**src/logic/scpd_regs.vh**
```
`ifndef SCPD_REGS_VH
`define SCPD_REGS_VH
// control byte fields
`define SCPD_BS_MSB 7
`define SCPD_BS_LSB 3
`define SCPD_DIR_BIT 2
`define SCPD_LM_MSB 1
`define SCPD_LM_LSB 0
// block select encoding
`define SCPD_BS_COMMON 5'h00
`define SCPD_KIND_RSVD 2'h0
`define SCPD_KIND_REG 2'h1
`define SCPD_KIND_TX 2'h2
`define SCPD_KIND_RX 2'h3
// length modes
`define SCPD_LM_VAR 2'h0
`define SCPD_LM_FIX1 2'h1
`define SCPD_LM_FIX2 2'h2
`define SCPD_LM_FIX4 2'h3
// block class outputs
`define SCPD_CLS_NONE 3'h0
`define SCPD_CLS_COMMON 3'h1
`define SCPD_CLS_SOCK_REG 3'h2
`define SCPD_CLS_SOCK_TX 3'h3
`define SCPD_CLS_SOCK_RX 3'h4
`define SCPD_CLS_INVALID 3'h5
// frame bit counts
`define SCPD_ADDR_BITS 16
`define SCPD_CTRL_BITS 8
`endif

```
**src/logic/scpd_decoder.v**
```verilog
// Overview of operation
// the control byte holds block select in bits 7..3, direction in bit 2, length mode in 1..0.
// block select 00000 is the common block and codes 4n (n>0) are reserved, selecting nothing.
// block select 4n+1 selects the register block of socket n.
// block select 4n+2 selects the transmit buffer of socket n.
// block select 4n+3 selects the receive buffer of socket n.
// block select 11111 selects the receive buffer of socket seven.
// length mode 00 is variable length ended by frame release, 01/10/11 fix 1, 2 and 4 bytes.
// the 16-bit offset is shifted in before the control byte, most significant bit first.
// every data byte is shifted most significant bit first in both directions.
// a reserved block select flags an invalid block and blocks writes and reads for the frame.
`timescale 1ns/100ps
`default_nettype none
`include "scpd_regs.vh"
module scpd_decoder (
  input wire clk,
  input wire nrst,
  input wire sclk,
  input wire frame_select_n,
  input wire mosi,
  output reg miso,
  output reg miso_oe,
  output reg [15:0] offset_r,
  output reg hdr_valid_r,
  output reg [2:0] block_class_r,
  output reg [2:0] socket_r,
  output reg access_direction_r,
  output reg [1:0] length_mode_r,
  output reg [2:0] fixed_len_r,
  output reg invalid_block_r,
  output reg [7:0] wr_data_r,
  output reg wr_stb_r,
  output reg rd_stb_r,
  output reg frame_end_r,
  input wire [7:0] rd_data
);
  localparam ST_IDLE = 2'h0;
  localparam ST_HDR = 2'h1;
  localparam ST_DATA = 2'h2;
  localparam ST_DONE = 2'h3;

  // map block select to class
  function [2:0] bs_class;
    input [4:0] bs;
    begin
      if (bs == `SCPD_BS_COMMON)
        bs_class = `SCPD_CLS_COMMON;
      else
        case (bs[1:0])
          `SCPD_KIND_REG: bs_class = `SCPD_CLS_SOCK_REG;
          `SCPD_KIND_TX: bs_class = `SCPD_CLS_SOCK_TX;
          `SCPD_KIND_RX: bs_class = `SCPD_CLS_SOCK_RX;
          default: bs_class = `SCPD_CLS_INVALID;
        endcase
    end
  endfunction

  function [2:0] lm_bytes;
    input [1:0] lm;
    begin
      case (lm)
        `SCPD_LM_FIX1: lm_bytes = 3'h1;
        `SCPD_LM_FIX2: lm_bytes = 3'h2;
        `SCPD_LM_FIX4: lm_bytes = 3'h4;
        default: lm_bytes = 3'h0;
      endcase
    end
  endfunction

  wire [2:0] sync_q;
  // select is synced inverted so the flops' reset value reads as released
  scpd_sync #(.W(3)) u_sync (
    .clk(clk),
    .nrst(nrst),
    .d({sclk, ~frame_select_n, mosi}),
    .q(sync_q)
  );
  wire sclk_s = sync_q[2];
  wire sel_n_s = ~sync_q[1];
  wire mosi_s = sync_q[0];

  reg sclk_d_r;
  reg [1:0] st_r;
  reg [4:0] bitcnt_r;
  reg [23:0] hdr_r;
  reg [2:0] dbit_r;
  reg [7:0] rx_r;
  reg [7:0] tx_r;
  reg [2:0] bytes_r;
  wire rise = sclk_s & ~sclk_d_r;
  wire fall = ~sclk_s & sclk_d_r;
  wire [23:0] hdr_nxt = {hdr_r[22:0], mosi_s};
  wire [4:0] ctrl_bs = hdr_nxt[`SCPD_BS_MSB:`SCPD_BS_LSB];
  wire [2:0] ctrl_cls = bs_class(ctrl_bs);
  wire ok = ~invalid_block_r;

  always @(posedge clk or negedge nrst)
  begin
    if (!nrst)
    begin
      sclk_d_r <= 1'b0;
      st_r <= ST_IDLE;
      bitcnt_r <= 5'h00;
      hdr_r <= 24'h000000;
      dbit_r <= 3'h0;
      rx_r <= 8'h00;
      tx_r <= 8'h00;
      bytes_r <= 3'h0;
      miso <= 1'b0;
      miso_oe <= 1'b0;
      offset_r <= 16'h0000;
      hdr_valid_r <= 1'b0;
      block_class_r <= `SCPD_CLS_NONE;
      socket_r <= 3'h0;
      access_direction_r <= 1'b0;
      length_mode_r <= 2'h0;
      fixed_len_r <= 3'h0;
      invalid_block_r <= 1'b0;
      wr_data_r <= 8'h00;
      wr_stb_r <= 1'b0;
      rd_stb_r <= 1'b0;
      frame_end_r <= 1'b0;
    end
    else
    begin
      sclk_d_r <= sclk_s;
      wr_stb_r <= 1'b0;
      rd_stb_r <= 1'b0;
      frame_end_r <= 1'b0;
      if (sel_n_s)
      begin
        // release ends the frame in any state
        if (st_r != ST_IDLE)
          frame_end_r <= 1'b1;
        st_r <= ST_IDLE;
        bitcnt_r <= 5'h00;
        dbit_r <= 3'h0;
        miso_oe <= 1'b0;
        miso <= 1'b0;
        hdr_valid_r <= 1'b0;
        invalid_block_r <= 1'b0;
        block_class_r <= `SCPD_CLS_NONE;
        offset_r <= 16'h0000;
        socket_r <= 3'h0;
        access_direction_r <= 1'b0;
        length_mode_r <= 2'h0;
        fixed_len_r <= 3'h0;
      end
      else
        case (st_r)
          ST_IDLE:
          begin
            st_r <= ST_HDR;
            bitcnt_r <= 5'h00;
            miso_oe <= 1'b1;
          end
          ST_HDR:
          begin
            if (rise)
            begin
              hdr_r <= hdr_nxt;
              bitcnt_r <= bitcnt_r + 5'h01;
              if (bitcnt_r == 5'd23)
              begin
                offset_r <= hdr_nxt[23:8];
                block_class_r <= ctrl_cls;
                socket_r <= ctrl_bs[4:2];
                access_direction_r <= hdr_nxt[`SCPD_DIR_BIT];
                length_mode_r <= hdr_nxt[`SCPD_LM_MSB:`SCPD_LM_LSB];
                fixed_len_r <= lm_bytes(hdr_nxt[`SCPD_LM_MSB:`SCPD_LM_LSB]);
                bytes_r <= 3'h0;
                invalid_block_r <= (ctrl_cls == `SCPD_CLS_INVALID);
                hdr_valid_r <= 1'b1;
                dbit_r <= 3'h0;
                st_r <= ST_DATA;
                if (!hdr_nxt[`SCPD_DIR_BIT] && ctrl_cls != `SCPD_CLS_INVALID)
                  rd_stb_r <= 1'b1;
              end
            end
          end
          ST_DATA:
          begin
            if (rd_stb_r)
              tx_r <= rd_data;
            if (fall)
            begin
              miso <= (ok && !access_direction_r) ? tx_r[3'h7 - dbit_r] : 1'b0;
            end
            if (rise)
            begin
              rx_r <= {rx_r[6:0], mosi_s};
              dbit_r <= dbit_r + 3'h1;
              if (dbit_r == 3'h7)
              begin
                bytes_r <= bytes_r + 3'h1;
                if (access_direction_r && ok)
                begin
                  wr_data_r <= {rx_r[6:0], mosi_s};
                  wr_stb_r <= 1'b1;
                end
                if (!access_direction_r && ok)
                  rd_stb_r <= 1'b1;
                if (fixed_len_r != 3'h0 && bytes_r + 3'h1 == fixed_len_r)
                begin
                  st_r <= ST_DONE;
                  frame_end_r <= 1'b1;
                end
              end
            end
          end
          ST_DONE:
          begin
            // fixed length reached; ignore clocks until release
            miso <= 1'b0;
          end
          default: st_r <= ST_IDLE;
        endcase
    end
  end
endmodule // scpd_decoder
`default_nettype wire

```
**src/logic/scpd_sync.v**
```verilog
`timescale 1ns/100ps
`default_nettype none
module scpd_sync #(
  parameter W = 3
) (
  input wire clk,
  input wire nrst,
  input wire [W-1:0] d,
  output reg [W-1:0] q
);
  reg [W-1:0] meta_r;
  always @(posedge clk or negedge nrst)
  begin
    if (!nrst)
    begin
      meta_r <= {W{1'b0}};
      q <= {W{1'b0}};
    end
    else
    begin
      meta_r <= d;
      q <= meta_r;
    end
  end
endmodule // scpd_sync
`default_nettype wire

```
**config.mk**
```make
export PLATFORM = sky130hd
export DESIGN_NAME = scpd_decoder
export DESIGN_NICKNAME = d
export VERILOG_FILES = /design/src/logic/scpd_decoder.v /design/src/logic/scpd_sync.v
export VERILOG_INCLUDE_DIRS = /design/src /design/src/logic
export SDC_FILE = /design/constraint.sdc
export NUM_CORES = 1
export LEC_CHECK = 0
export ABC_AREA = 1
export BUFFER_PORTS_ARGS = -buffer_cell sky130_fd_sc_hd__buf_2
export CORE_MARGIN = 1.5
export CORE_UTILIZATION = 28
export CTS_CLUSTER_SIZE = 8
export DETAILED_ROUTE_END_ITERATION = 10
export GPL_TIMING_DRIVEN = 1
export HOLD_SLACK_MARGIN = 0.05
export PLACE_DENSITY = 0.55
export SYNTH_ARGS = -nofsm -noshare
export SYNTH_HDL_FRONTEND = slang
export SYNTH_SLANG_ARGS = --single-unit
```
**constraint.sdc**
```tcl
create_clock -name clk -period 1.67 [get_ports clk]
set_input_delay 0.167 -clock clk [delete_from_list [all_inputs] [get_ports clk]]
set_output_delay 0.167 -clock clk [all_outputs]
set_load 0.005 [all_outputs]
```
== Word level (Yosys, flattened, before mapping) ==
Index checks and enable logic that the tools add are counted.
Widths: inputs -> output; s select.
Word-level totals
  flip-flop bits (word level): 101
  input bits: 13
  output and inout port bits: 43
  logic and storage cells: 168
Operators by class
  $add $sub $neg: 4
  order comparisons: 1
  equality and inequality tests: 32
  muxes and demuxes: 80
  bitwise logic cells: 6
  reduce and logical (&&, ||, !) cells: 21
Operators by type and width (number)
  $mux 16: 4
  $mux 3: 19
  $mux 1: 36
  $ne 3x3->1 const B: 10
  $mux 2: 10
  $pmux 3 s3: 2
  $ne 2x2->1 const B: 8
  $eq 2x2->1 const B: 6
  $pmux 3 s2: 2
  $reduce_and 3->1: 4
  $reduce_and 6->1: 2
  $mux 5: 2
  $pmux 5 s2: 1
  $add 3x1->3 const B: 2
  $eq 2x1->1 const B: 3
  $eq 3x3->1 const B: 2
  $pmux 2 s3: 1
  $add 5x1->5 const B: 1
  $eq 5x5->1 const B: 1
  $logic_not 5->1: 1
  $reduce_and 5->1: 1
  $logic_and 1x1->1: 4
  $lt 3x4->1 const B: 1
  $ne 4x4->1 const B: 1
  12 further kinds: 20

== Longest topological paths before layout ==
Gate-level depths: netlist of run 1.
  word-level depth: 10
  depth in mapped cells: 12
  depth with buffers taken out: 12

== Modules after synthesis ==
Synthesis of run 1 repeated with hierarchy kept, for this count alone.
Second synthesis, totals
  cell total of the unflattened synthesis: 459
  area, all modules: 4459.3 sq um
Modules (own cells, without submodules)
  scpd_decoder: instances 1, cells each 453, area each 4309.1 sq um, seq. area each 2377.3 sq um
  scpd_sync: instances 1, cells each 6, area each 150.1 sq um, seq. area each 150.1 sq um

== Worst setup path after synthesis of run 1 ==
No wires, ideal clock.
  kind: register -> register
  from: register st_r[0]
  to: register st_r[0]
  setup time: 117 ps
  arrival time: 1465 ps
  required time: 1553 ps
  setup slack: 88 ps
  cell stages (with the launch flop): 12
  path buffers: 1
  clock period less this slack: 1582 ps
  cell sequence: dfrtp_1 inv_1 ha_1 buf_2 nand2_2 inv_2 o21ai_0 nand2_1 nor2_2 nand2_1 nand2_1 nand2_1
On the way
  word-level cells in the longest chain between the ends: 3
  elaborated cells on any way between the ends: 12
  classes of those cells: 8 x eq/ne; 2 x mux; 2 x reduce/logical
Ends and longest elaborated chain
  start, declared: RTL line scpd_decoder.v:83  | reg [1:0] st_r;
  start signal, assigned: RTL line scpd_decoder.v:102  | st_r <= ST_IDLE;
  start signal, assigned: RTL line scpd_decoder.v:135  | st_r <= ST_IDLE;
  start signal, assigned: RTL line scpd_decoder.v:153  | st_r <= ST_HDR;
  $eq 2x2->1, or another cell as far along: RTL line scpd_decoder.v:150  | case (st_r)
  $ne 4x4->1 (no source line), or another cell as far along
  $reduce_and 6->1 (no source line) or $mux 2 (tied branches)
Several ways; a longest one is shown, not always the timed one.
A chain may end at the register's enable or synchronous reset.

== Final worst setup path of run 1 ==
  from: register st_r[0]
  to: register wr_data_r[0]
On the way
  word-level cells in the longest chain between the ends: 2
Ends and longest elaborated chain
  $eq 2x2->1: RTL line scpd_decoder.v:150
  $reduce_and 5->1 (no source line)
  end signal, assigned: RTL line scpd_decoder.v:198  | wr_data_r <= {rx_r[6:0], mosi_s};
  end, declared: RTL line scpd_decoder.v:31  | output reg [7:0] wr_data_r,
No other way between the ends.

==> qor.txt, run 1 <==
Status: complete, no violations
Fin area: 5380 um2
Routed wire length: 9.36 mm
Detailed Route Iter0 Violations: 127
Net Switching: 0.00168 W
Syn-to-layout area delta: 23.7%
Syn Std Cell Area: 4350 um2
Placeable Area: 15200 um2
Syn_nets: 475
Fmax: 0.626 GHz
Worst path arrival time: 1.83 ns
CTS Buffer Depth: 2
IO Port Bufs: 55
Crit path launch type: flip-flop
Seq/Total Area, Yosys: 0.581
Worst-path clk slew: 0.07 ns
Synth cell types: 28
Min-delay worst type: primary input to flip-flop
Post-route insts no fill: 725
DR DRC count: 0
Fin crit period: 1.60 ns
Power per cell area: 1090 nW/um2
Share of cells above drive strength 1: 0.248
Final setup margin: 0.0723 ns
Number of vias in the routed layout: 3187
Clock skew: 0.00707 ns
Vias in the first global route: 3307
Sequential power share: 0.459
Commonest cells after routing, fill and taps aside: dfrtp_1, nand2_1, inv_1, buf_2, o21ai_0
Nets@finish: 556
WL per Instance: 12.9 um
Mapped Cells: 451
CP Class: flip-flop to flip-flop
Ports: 56
Area leader, netlist: dfrtp_1
Req. time, crit path: 1.90 ns
Max-slew violation count: 0
Row count: 45
CTS Sinks: 101
Critical Path End Type: flip-flop
Combinational share of power: 0.168
RSZ-0062 raised after global routing: yes
Critical path depth in cells: 8
Synth Register Bits: 101
Die height: 128 um
First-pass GRT wire length: 16.3 mm
Pleak: 2.60 nW
Initial Util: 0.286
Total gr overflow: 0
TritonCTS Buffers: 9
Yosys top cell area share: 0.581
Htree depth: 3
Die width: 128 um
Antenna fix cells: 0
Routability Congestion: 0.836
Largest net degree at the start of global routing: 33
Initial antenna violation count: 0
CTS tree: done
Synth warn: 0
Worst Hold Depth: 2
CTS root buf: clkbuf_16
GRT Resource Usage Total: 0.127
Synth area leaders: dfrtp_1, nand2_1, inv_1
Commonest non-fill, non-tap cell in the layout: dfrtp_1
DR vias/cell: 4.40
Pre-CTS WS: 0.0139 ns
Largest stage delay, worst path: 0.41 ns
Clock Latency Late Sink: 0.34 ns
Slew HR: 0.734
R2R Setup Slk: 0.07 ns
Finish-stage setup viols: 0
DR pass1 iterations: 4
Placed Area: 4930 um2
Dpl cells: 697
Die Area: 16300 um2
Routed Antenna Nets: 0
Net Sw Frac: 0.285
Slew @ Worst Pin: 0.400 ns
Slowest CP cell: dfrtp_1
Max-Cap Viols: 0
Delay-heaviest family, CP: simple AND/OR/NAND/NOR gates
Clk pwr share: 0.372
Cells on worst reg2reg path: 8
Final hold violation count: 0
HPWL after DPL: 6.73 mm
Avg Inst Size Synth: 9.64 um2
Worst Path Buf+Inv: 2
Setup_tns: 0 ns
Worst path cell trace: inv_1 -> ha_2 -> nand2_2 -> buf_4 -> nor2_4 -> nand4_4 -> nand2_1 -> o21ai_1
Worst vdd ir: 0.510 mV
Final Cycle Share: 0.957
Critical Path Fanout Max: 16
Cell-internal power: 0.00420 W
path summary, 6_finish.rpt:
path,startpoint,endpoint
max in group asynchronous,nrst,hdr_r[8]$_DFFE_PN0P_
min in group asynchronous,nrst,hdr_r[9]$_DFFE_PN0P_
min reg2reg,u_sync.meta_r[1]$_DFF_PN0_,u_sync.q[1]$_DFF_PN0_
max reg2reg,st_r[0]$_DFFE_PN0P_,wr_data_r[0]$_DFFE_PN0P_
min,rd_data[0],tx_r[0]$_DFFE_PN0P_
max,st_r[0]$_DFFE_PN0P_,wr_data_r[0]$_DFFE_PN0P_
routing by layer:
layer  up-vias  GRT usage  part of all wire
met5         -          0                 0
met4         0     0.0397             0.012
met3         9     0.0343             0.041
met2        55      0.207              0.47
met1      1525      0.164              0.48
li1       1598          -                 -
cell usage after synthesis:
library cell,n
a21oi_1,4
buf_2,8
buf_4,1
buf_6,3
clkbuf_1,1
clkinv_2,1
dfrtp_1,101
ha_1,11
inv_1,72
inv_2,4
mux2_2,8
nand2_1,101
nand2_2,7
nand3_1,19
nand4_1,3
nand4_4,1
nor2_1,16
nor2_2,3
nor2_4,2
nor3_1,2
nor4_1,1
o211ai_1,2
o21ai_0,45
o21ai_1,8
o22ai_1,14
o22ai_2,11
xnor2_1,1
xor2_1,1
power by group through the flow:
stage | logic, W | clock network [W] | registers (W)
floorplan | 0.000617 | 0 | 0.00273
global placement | 0.000909 | 0 | 0.00274
detailed placement | 0.000929 | 0 | 0.00275
CTS | 0.000950 | 0.00227 | 0.00270
global route | 0.00114 | 0.00237 | 0.00272
finish | 0.000989 | 0.00219 | 0.00270
final cells by class:
class | count | area [um2]
Sequential cell | 101 | 2530
Clock buffer | 10 | 239
Timing Repair Buffer | 83 | 533
Fill cell | 1586 | 9820
Inverter | 77 | 297
Tap cell | 188 | 235
Multi-Input combinational cell | 260 | 1470
Clock inverter | 6 | 75.1
worst reg2reg max path, delay by kind of cell (launching register included):
kind | cells | cell delay [ns]
and+or+nand+nor | 4 | 0.56
DFF | 1 | 0.41
buffers and inverters | 2 | 0.26
adders and majority gates | 1 | 0.20
AOI/OAI and AO/OA | 1 | 0.07
per-stage QoR:
| stage | hold slack, ns | utilization | power (W) |
|---|---|---|---|
| finish | 0.0616 | 0.354 | 0.00588 |
| global route | 0.0558 | 0.354 | 0.00622 |
| CTS | 0.0518 | 0.350 | 0.00591 |
| detailed placement | 0.125 | 0.324 | 0.00368 |
| global placement | 0.116 | 0.324 | 0.00365 |
| floorplan | -0.129 | - | 0.00334 |
logic make-up (layout without fill, tap and decap cells):
logic type                 after synthesis  count (layout)  synth area share
xor gates and xnor gates                 2               2           0.00403
muxes                                    8               8            0.0207
adders and majority gates               11              11            0.0316
and+or+nand+nor                        155             155             0.155
buffers and inverters                   90             176            0.0863
AOI/OAI and AO/OA                       84              84             0.121
DFF                                    101             101             0.581
state kept, by name, indices dropped and copies added, names as in the netlist, 2 cells and up:
name           cells
bitcnt_r           5
hdr_r             23
wr_data_r          8
block_class_r      3
tx_r               8
offset_r          16
st_r               2
socket_r           3
length_mode_r      2
bytes_r            3
fixed_len_r        3
u_sync.q           3
dbit_r             3
u_sync.meta_r      3
rx_r               7
repair_timing:
action                     in CTS  in global routing
hold endpoints to repair       31                  0
hold buffers                    8                  0
pin swaps                       0                  5
setup endpoints to repair       1                 46
buffers inserted                0                  4
resized for setup               0                 12
Note: power is estimated with default switching activity, not from simulation.
==> run 2: changes to the inputs <==
--- a/config.mk
+++ b/config.mk
@@ -6,7 +6,7 @@
 export SDC_FILE = /design/constraint.sdc
 export NUM_CORES = 1
 export LEC_CHECK = 0
-export ABC_AREA = 1
+export ABC_AREA = 0
 export BUFFER_PORTS_ARGS = -buffer_cell sky130_fd_sc_hd__buf_2
 export CORE_MARGIN = 1.5
 export CORE_UTILIZATION = 28
==> qor.txt, run 2 <==
Cell-internal power: 0.00461 W
Synth cell count leaders: dfrtp_1, mux2_2, a22o_1, nand2_1, o21ai_0
Nets@finish: 458
Worst path cell trace: ha_4 -> xnor2_4 -> mux2i_2 -> a41oi_2 -> or4b_1 -> nand3_2
Clock Latency Late Sink: 0.34 ns
Routed Antenna Nets: 0
Fin crit period: 1.79 ns
IO Port Bufs: 55
Fmax: 0.558 GHz
Pre-CTS WS: -0.142 ns
Status: complete, but fails checks
Fraction of registers with async set/reset: 1.00
Area leader, netlist: dfrtp_1
Worst-path clk slew: 0.07 ns
Crit path launch type: flip-flop
Final setup margin: -0.121 ns
DR DRC count: 0
Syn-to-layout area delta: 44.5%
Sequential power share: 0.423
Critical Path Fanout Max: 2
Synth cell types: 43
Max FFs per register: 23
Min-delay worst type: primary input to flip-flop
Max-Cap Viols: 0
Pwr Total: 0.00643 W
Synth area leaders: dfrtp_1, mux2_2, a22o_1
Ports: 56
Antenna fix cells: 0
Htree depth: 3
Top_reg_cell synth: dfrtp_1
Vias in the first global route: 3038
Most numerous cell in the Yosys netlist: dfrtp_1
Synth warn: 0
GRT Resource Usage Total: 0.120
Combinational share of power: 0.251
Largest stage delay, worst path: 0.50 ns
Die Area: 15700 um2
CTS root buf: clkbuf_16
Largest net degree at the start of global routing: 49
Clock skew: 0.00476 ns
Synth Register Bits: 101
Mapped Cells: 312
Final Cycle Share: 1.07
Die height: 125 um
Total gr overflow: 0
Dpl cells: 584
Number of vias in the routed layout: 2870
Syn_nets: 336
Placeable Area: 14500 um2
Largest Register: hdr_r
TritonCTS Buffers: 9
CTS Buffer Depth: 2
DR pass1 iterations: 4
Largest regs: hdr_r (23), offset_r (16)
Max-slew violation count: 0
Avg Inst Size Synth: 13.4 um2
First-pass GRT wire length: 15.2 mm
Slew HR: 0.723
Routability Congestion: 0.797
Syn Std Cell Area: 4180 um2
Worst vdd ir: 0.530 mV
Slew @ Worst Pin: 0.416 ns
Worst path arrival time: 2.08 ns
HPWL after DPL: 6.11 mm
Delay-heaviest family, CP: simple AND/OR/NAND/NOR gates
Critical Path End Type: flip-flop
CP Class: flip-flop to flip-flop
Detailed Route Iter0 Violations: 127
EDFF count, synth: 0
Power per cell area: 1060 nW/um2
RSZ-0062 raised after global routing: yes
Routed wire length: 9.47 mm
Net Sw Frac: 0.282
Pleak: 3.03 nW
Commonest non-fill, non-tap cell in the layout: dfrtp_1
Worst Path Buf+Inv: 0
Finish-stage setup viols: 47
Seq/Total Area, Yosys: 0.604
Slowest CP cell: or4b_1
WL per Instance: 15.2 um
Initial antenna violation count: 0
CTS Sinks: 101
DR vias/cell: 4.61
Req. time, crit path: 1.96 ns
Die width: 125 um
Row count: 44
Share of cells above drive strength 1: 0.513
Commonest cells after routing, fill and taps aside: dfrtp_1, buf_2, buf_4, mux2_4, a22o_1
Yosys top cell area share: 0.604
Final hold violation count: 0
Post-route insts no fill: 623
Clk pwr share: 0.327
CTS tree: done
Net Switching: 0.00182 W
Initial Util: 0.288
Failing checks: setup timing
[run 2: cell types whose count changed after synthesis, moves of 7 or more]
cell / previous run / this run
o22ai_2: 11 / 0
a22o_1: 0 / 24
inv_1: 72 / 12
nand2_2: 7 / 0
nand3_1: 19 / 7
nand2_1: 101 / 24
o21ai_1: 8 / 0
mux2_2: 8 / 47
o21ai_0: 45 / 13
o22ai_1: 14 / 2
[run 2: worst reg2reg max path: stages (launching register included)]
cell and delay [ns]:
dfrtp_1 0.41, ha_4 0.20, xnor2_4 0.14, mux2i_2 0.26, a41oi_2 0.13, or4b_1 0.50
nand3_2 0.09
[run 2: final timing paths]
check	start	endpoint	slack, ns	cells after the start
worst max-delay path	bytes_r[0]$_DFFE_PN0P_	st_r[0]$_DFFE_PN0P_	-0.12	6
worst min-delay path	rd_data[4]	tx_r[4]$_DFFE_PN0P_	0.06	2
worst max register to register	bytes_r[0]$_DFFE_PN0P_	st_r[0]$_DFFE_PN0P_	-0.12	6
worst min register to register	u_sync.meta_r[0]$_DFF_PN0_	u_sync.q[0]$_DFF_PN0_	0.35	0
max in group asynchronous	nrst	wr_data_r[3]$_DFFE_PN0P_	0.71	3
min in group asynchronous	nrst	offset_r[10]$_DFFE_PN0P_	0.30	2
[run 2: repair_timing]
| action | in CTS | in global routing |
|---|---|---|
| buffers inserted | 4 | 7 |
| gates cloned | 1 | 4 |
| hold buffers | 9 | 0 |
| setup endpoints to repair | 33 | 78 |
| endpoints found under the hold margin | 37 | 0 |
| gates resized for setup | 17 | 66 |
| pin swaps | 4 | 26 |
[run 2: area by class of cell]
class                      count  area (um2)
fill                        1384        8490
sequential                   101        2530
multi-input combinational    187        1880
timing repair buffer         123        1050
tap                          184         230
clock buffer                  10         229
clock inverter                 6        71.3
inverter                      12        45.0
[run 2: cells by family after synthesis]
logic type,count (synthesis),share of synthesized area
compound gates,52,0.0943
simple gates,66,0.0871
buf+inv,24,0.0242
flops,101,0.604
fa+ha+maj,11,0.0329
xor+xnor,6,0.0126
mux,52,0.145
[run 2: metrics by stage]
step | area, um2 | setup TNS (ns) | utilization | hold WS (ns)
after floorplan | 4250 | -0.591 | - | -0.129
after global placement | 5120 | -0.472 | 0.352 | 0.118
after detailed placement | 5120 | -0.946 | 0.352 | 0.129
after CTS | 5620 | -1.15 | 0.387 | 0.0521
after global routing | 6040 | -6.05 | 0.416 | 0.0566
final | 6040 | -2.33 | 0.416 | 0.0582
[run 2: routing by layer]
layer  part of all wire  wire (um)  up-vias  global-route usage
li1                   -          -     1363                   -
met1               0.46       4380     1444               0.156
met2               0.47       4440       52               0.190
met3              0.053        500       11              0.0436
met4              0.015        142        0              0.0348
met5                  0          0        -                   0
[run 2: power groups by stage]
stage / combinational, W / sequential, W / clock (W)
after global placement: 0.00121 / 0.00273 / 0
after global routing: 0.00175 / 0.00273 / 0.00228
final: 0.00161 / 0.00272 / 0.00210
after CTS: 0.00134 / 0.00270 / 0.00218
after detailed placement: 0.00122 / 0.00274 / 0
after floorplan: 0.000639 / 0.00273 / 0
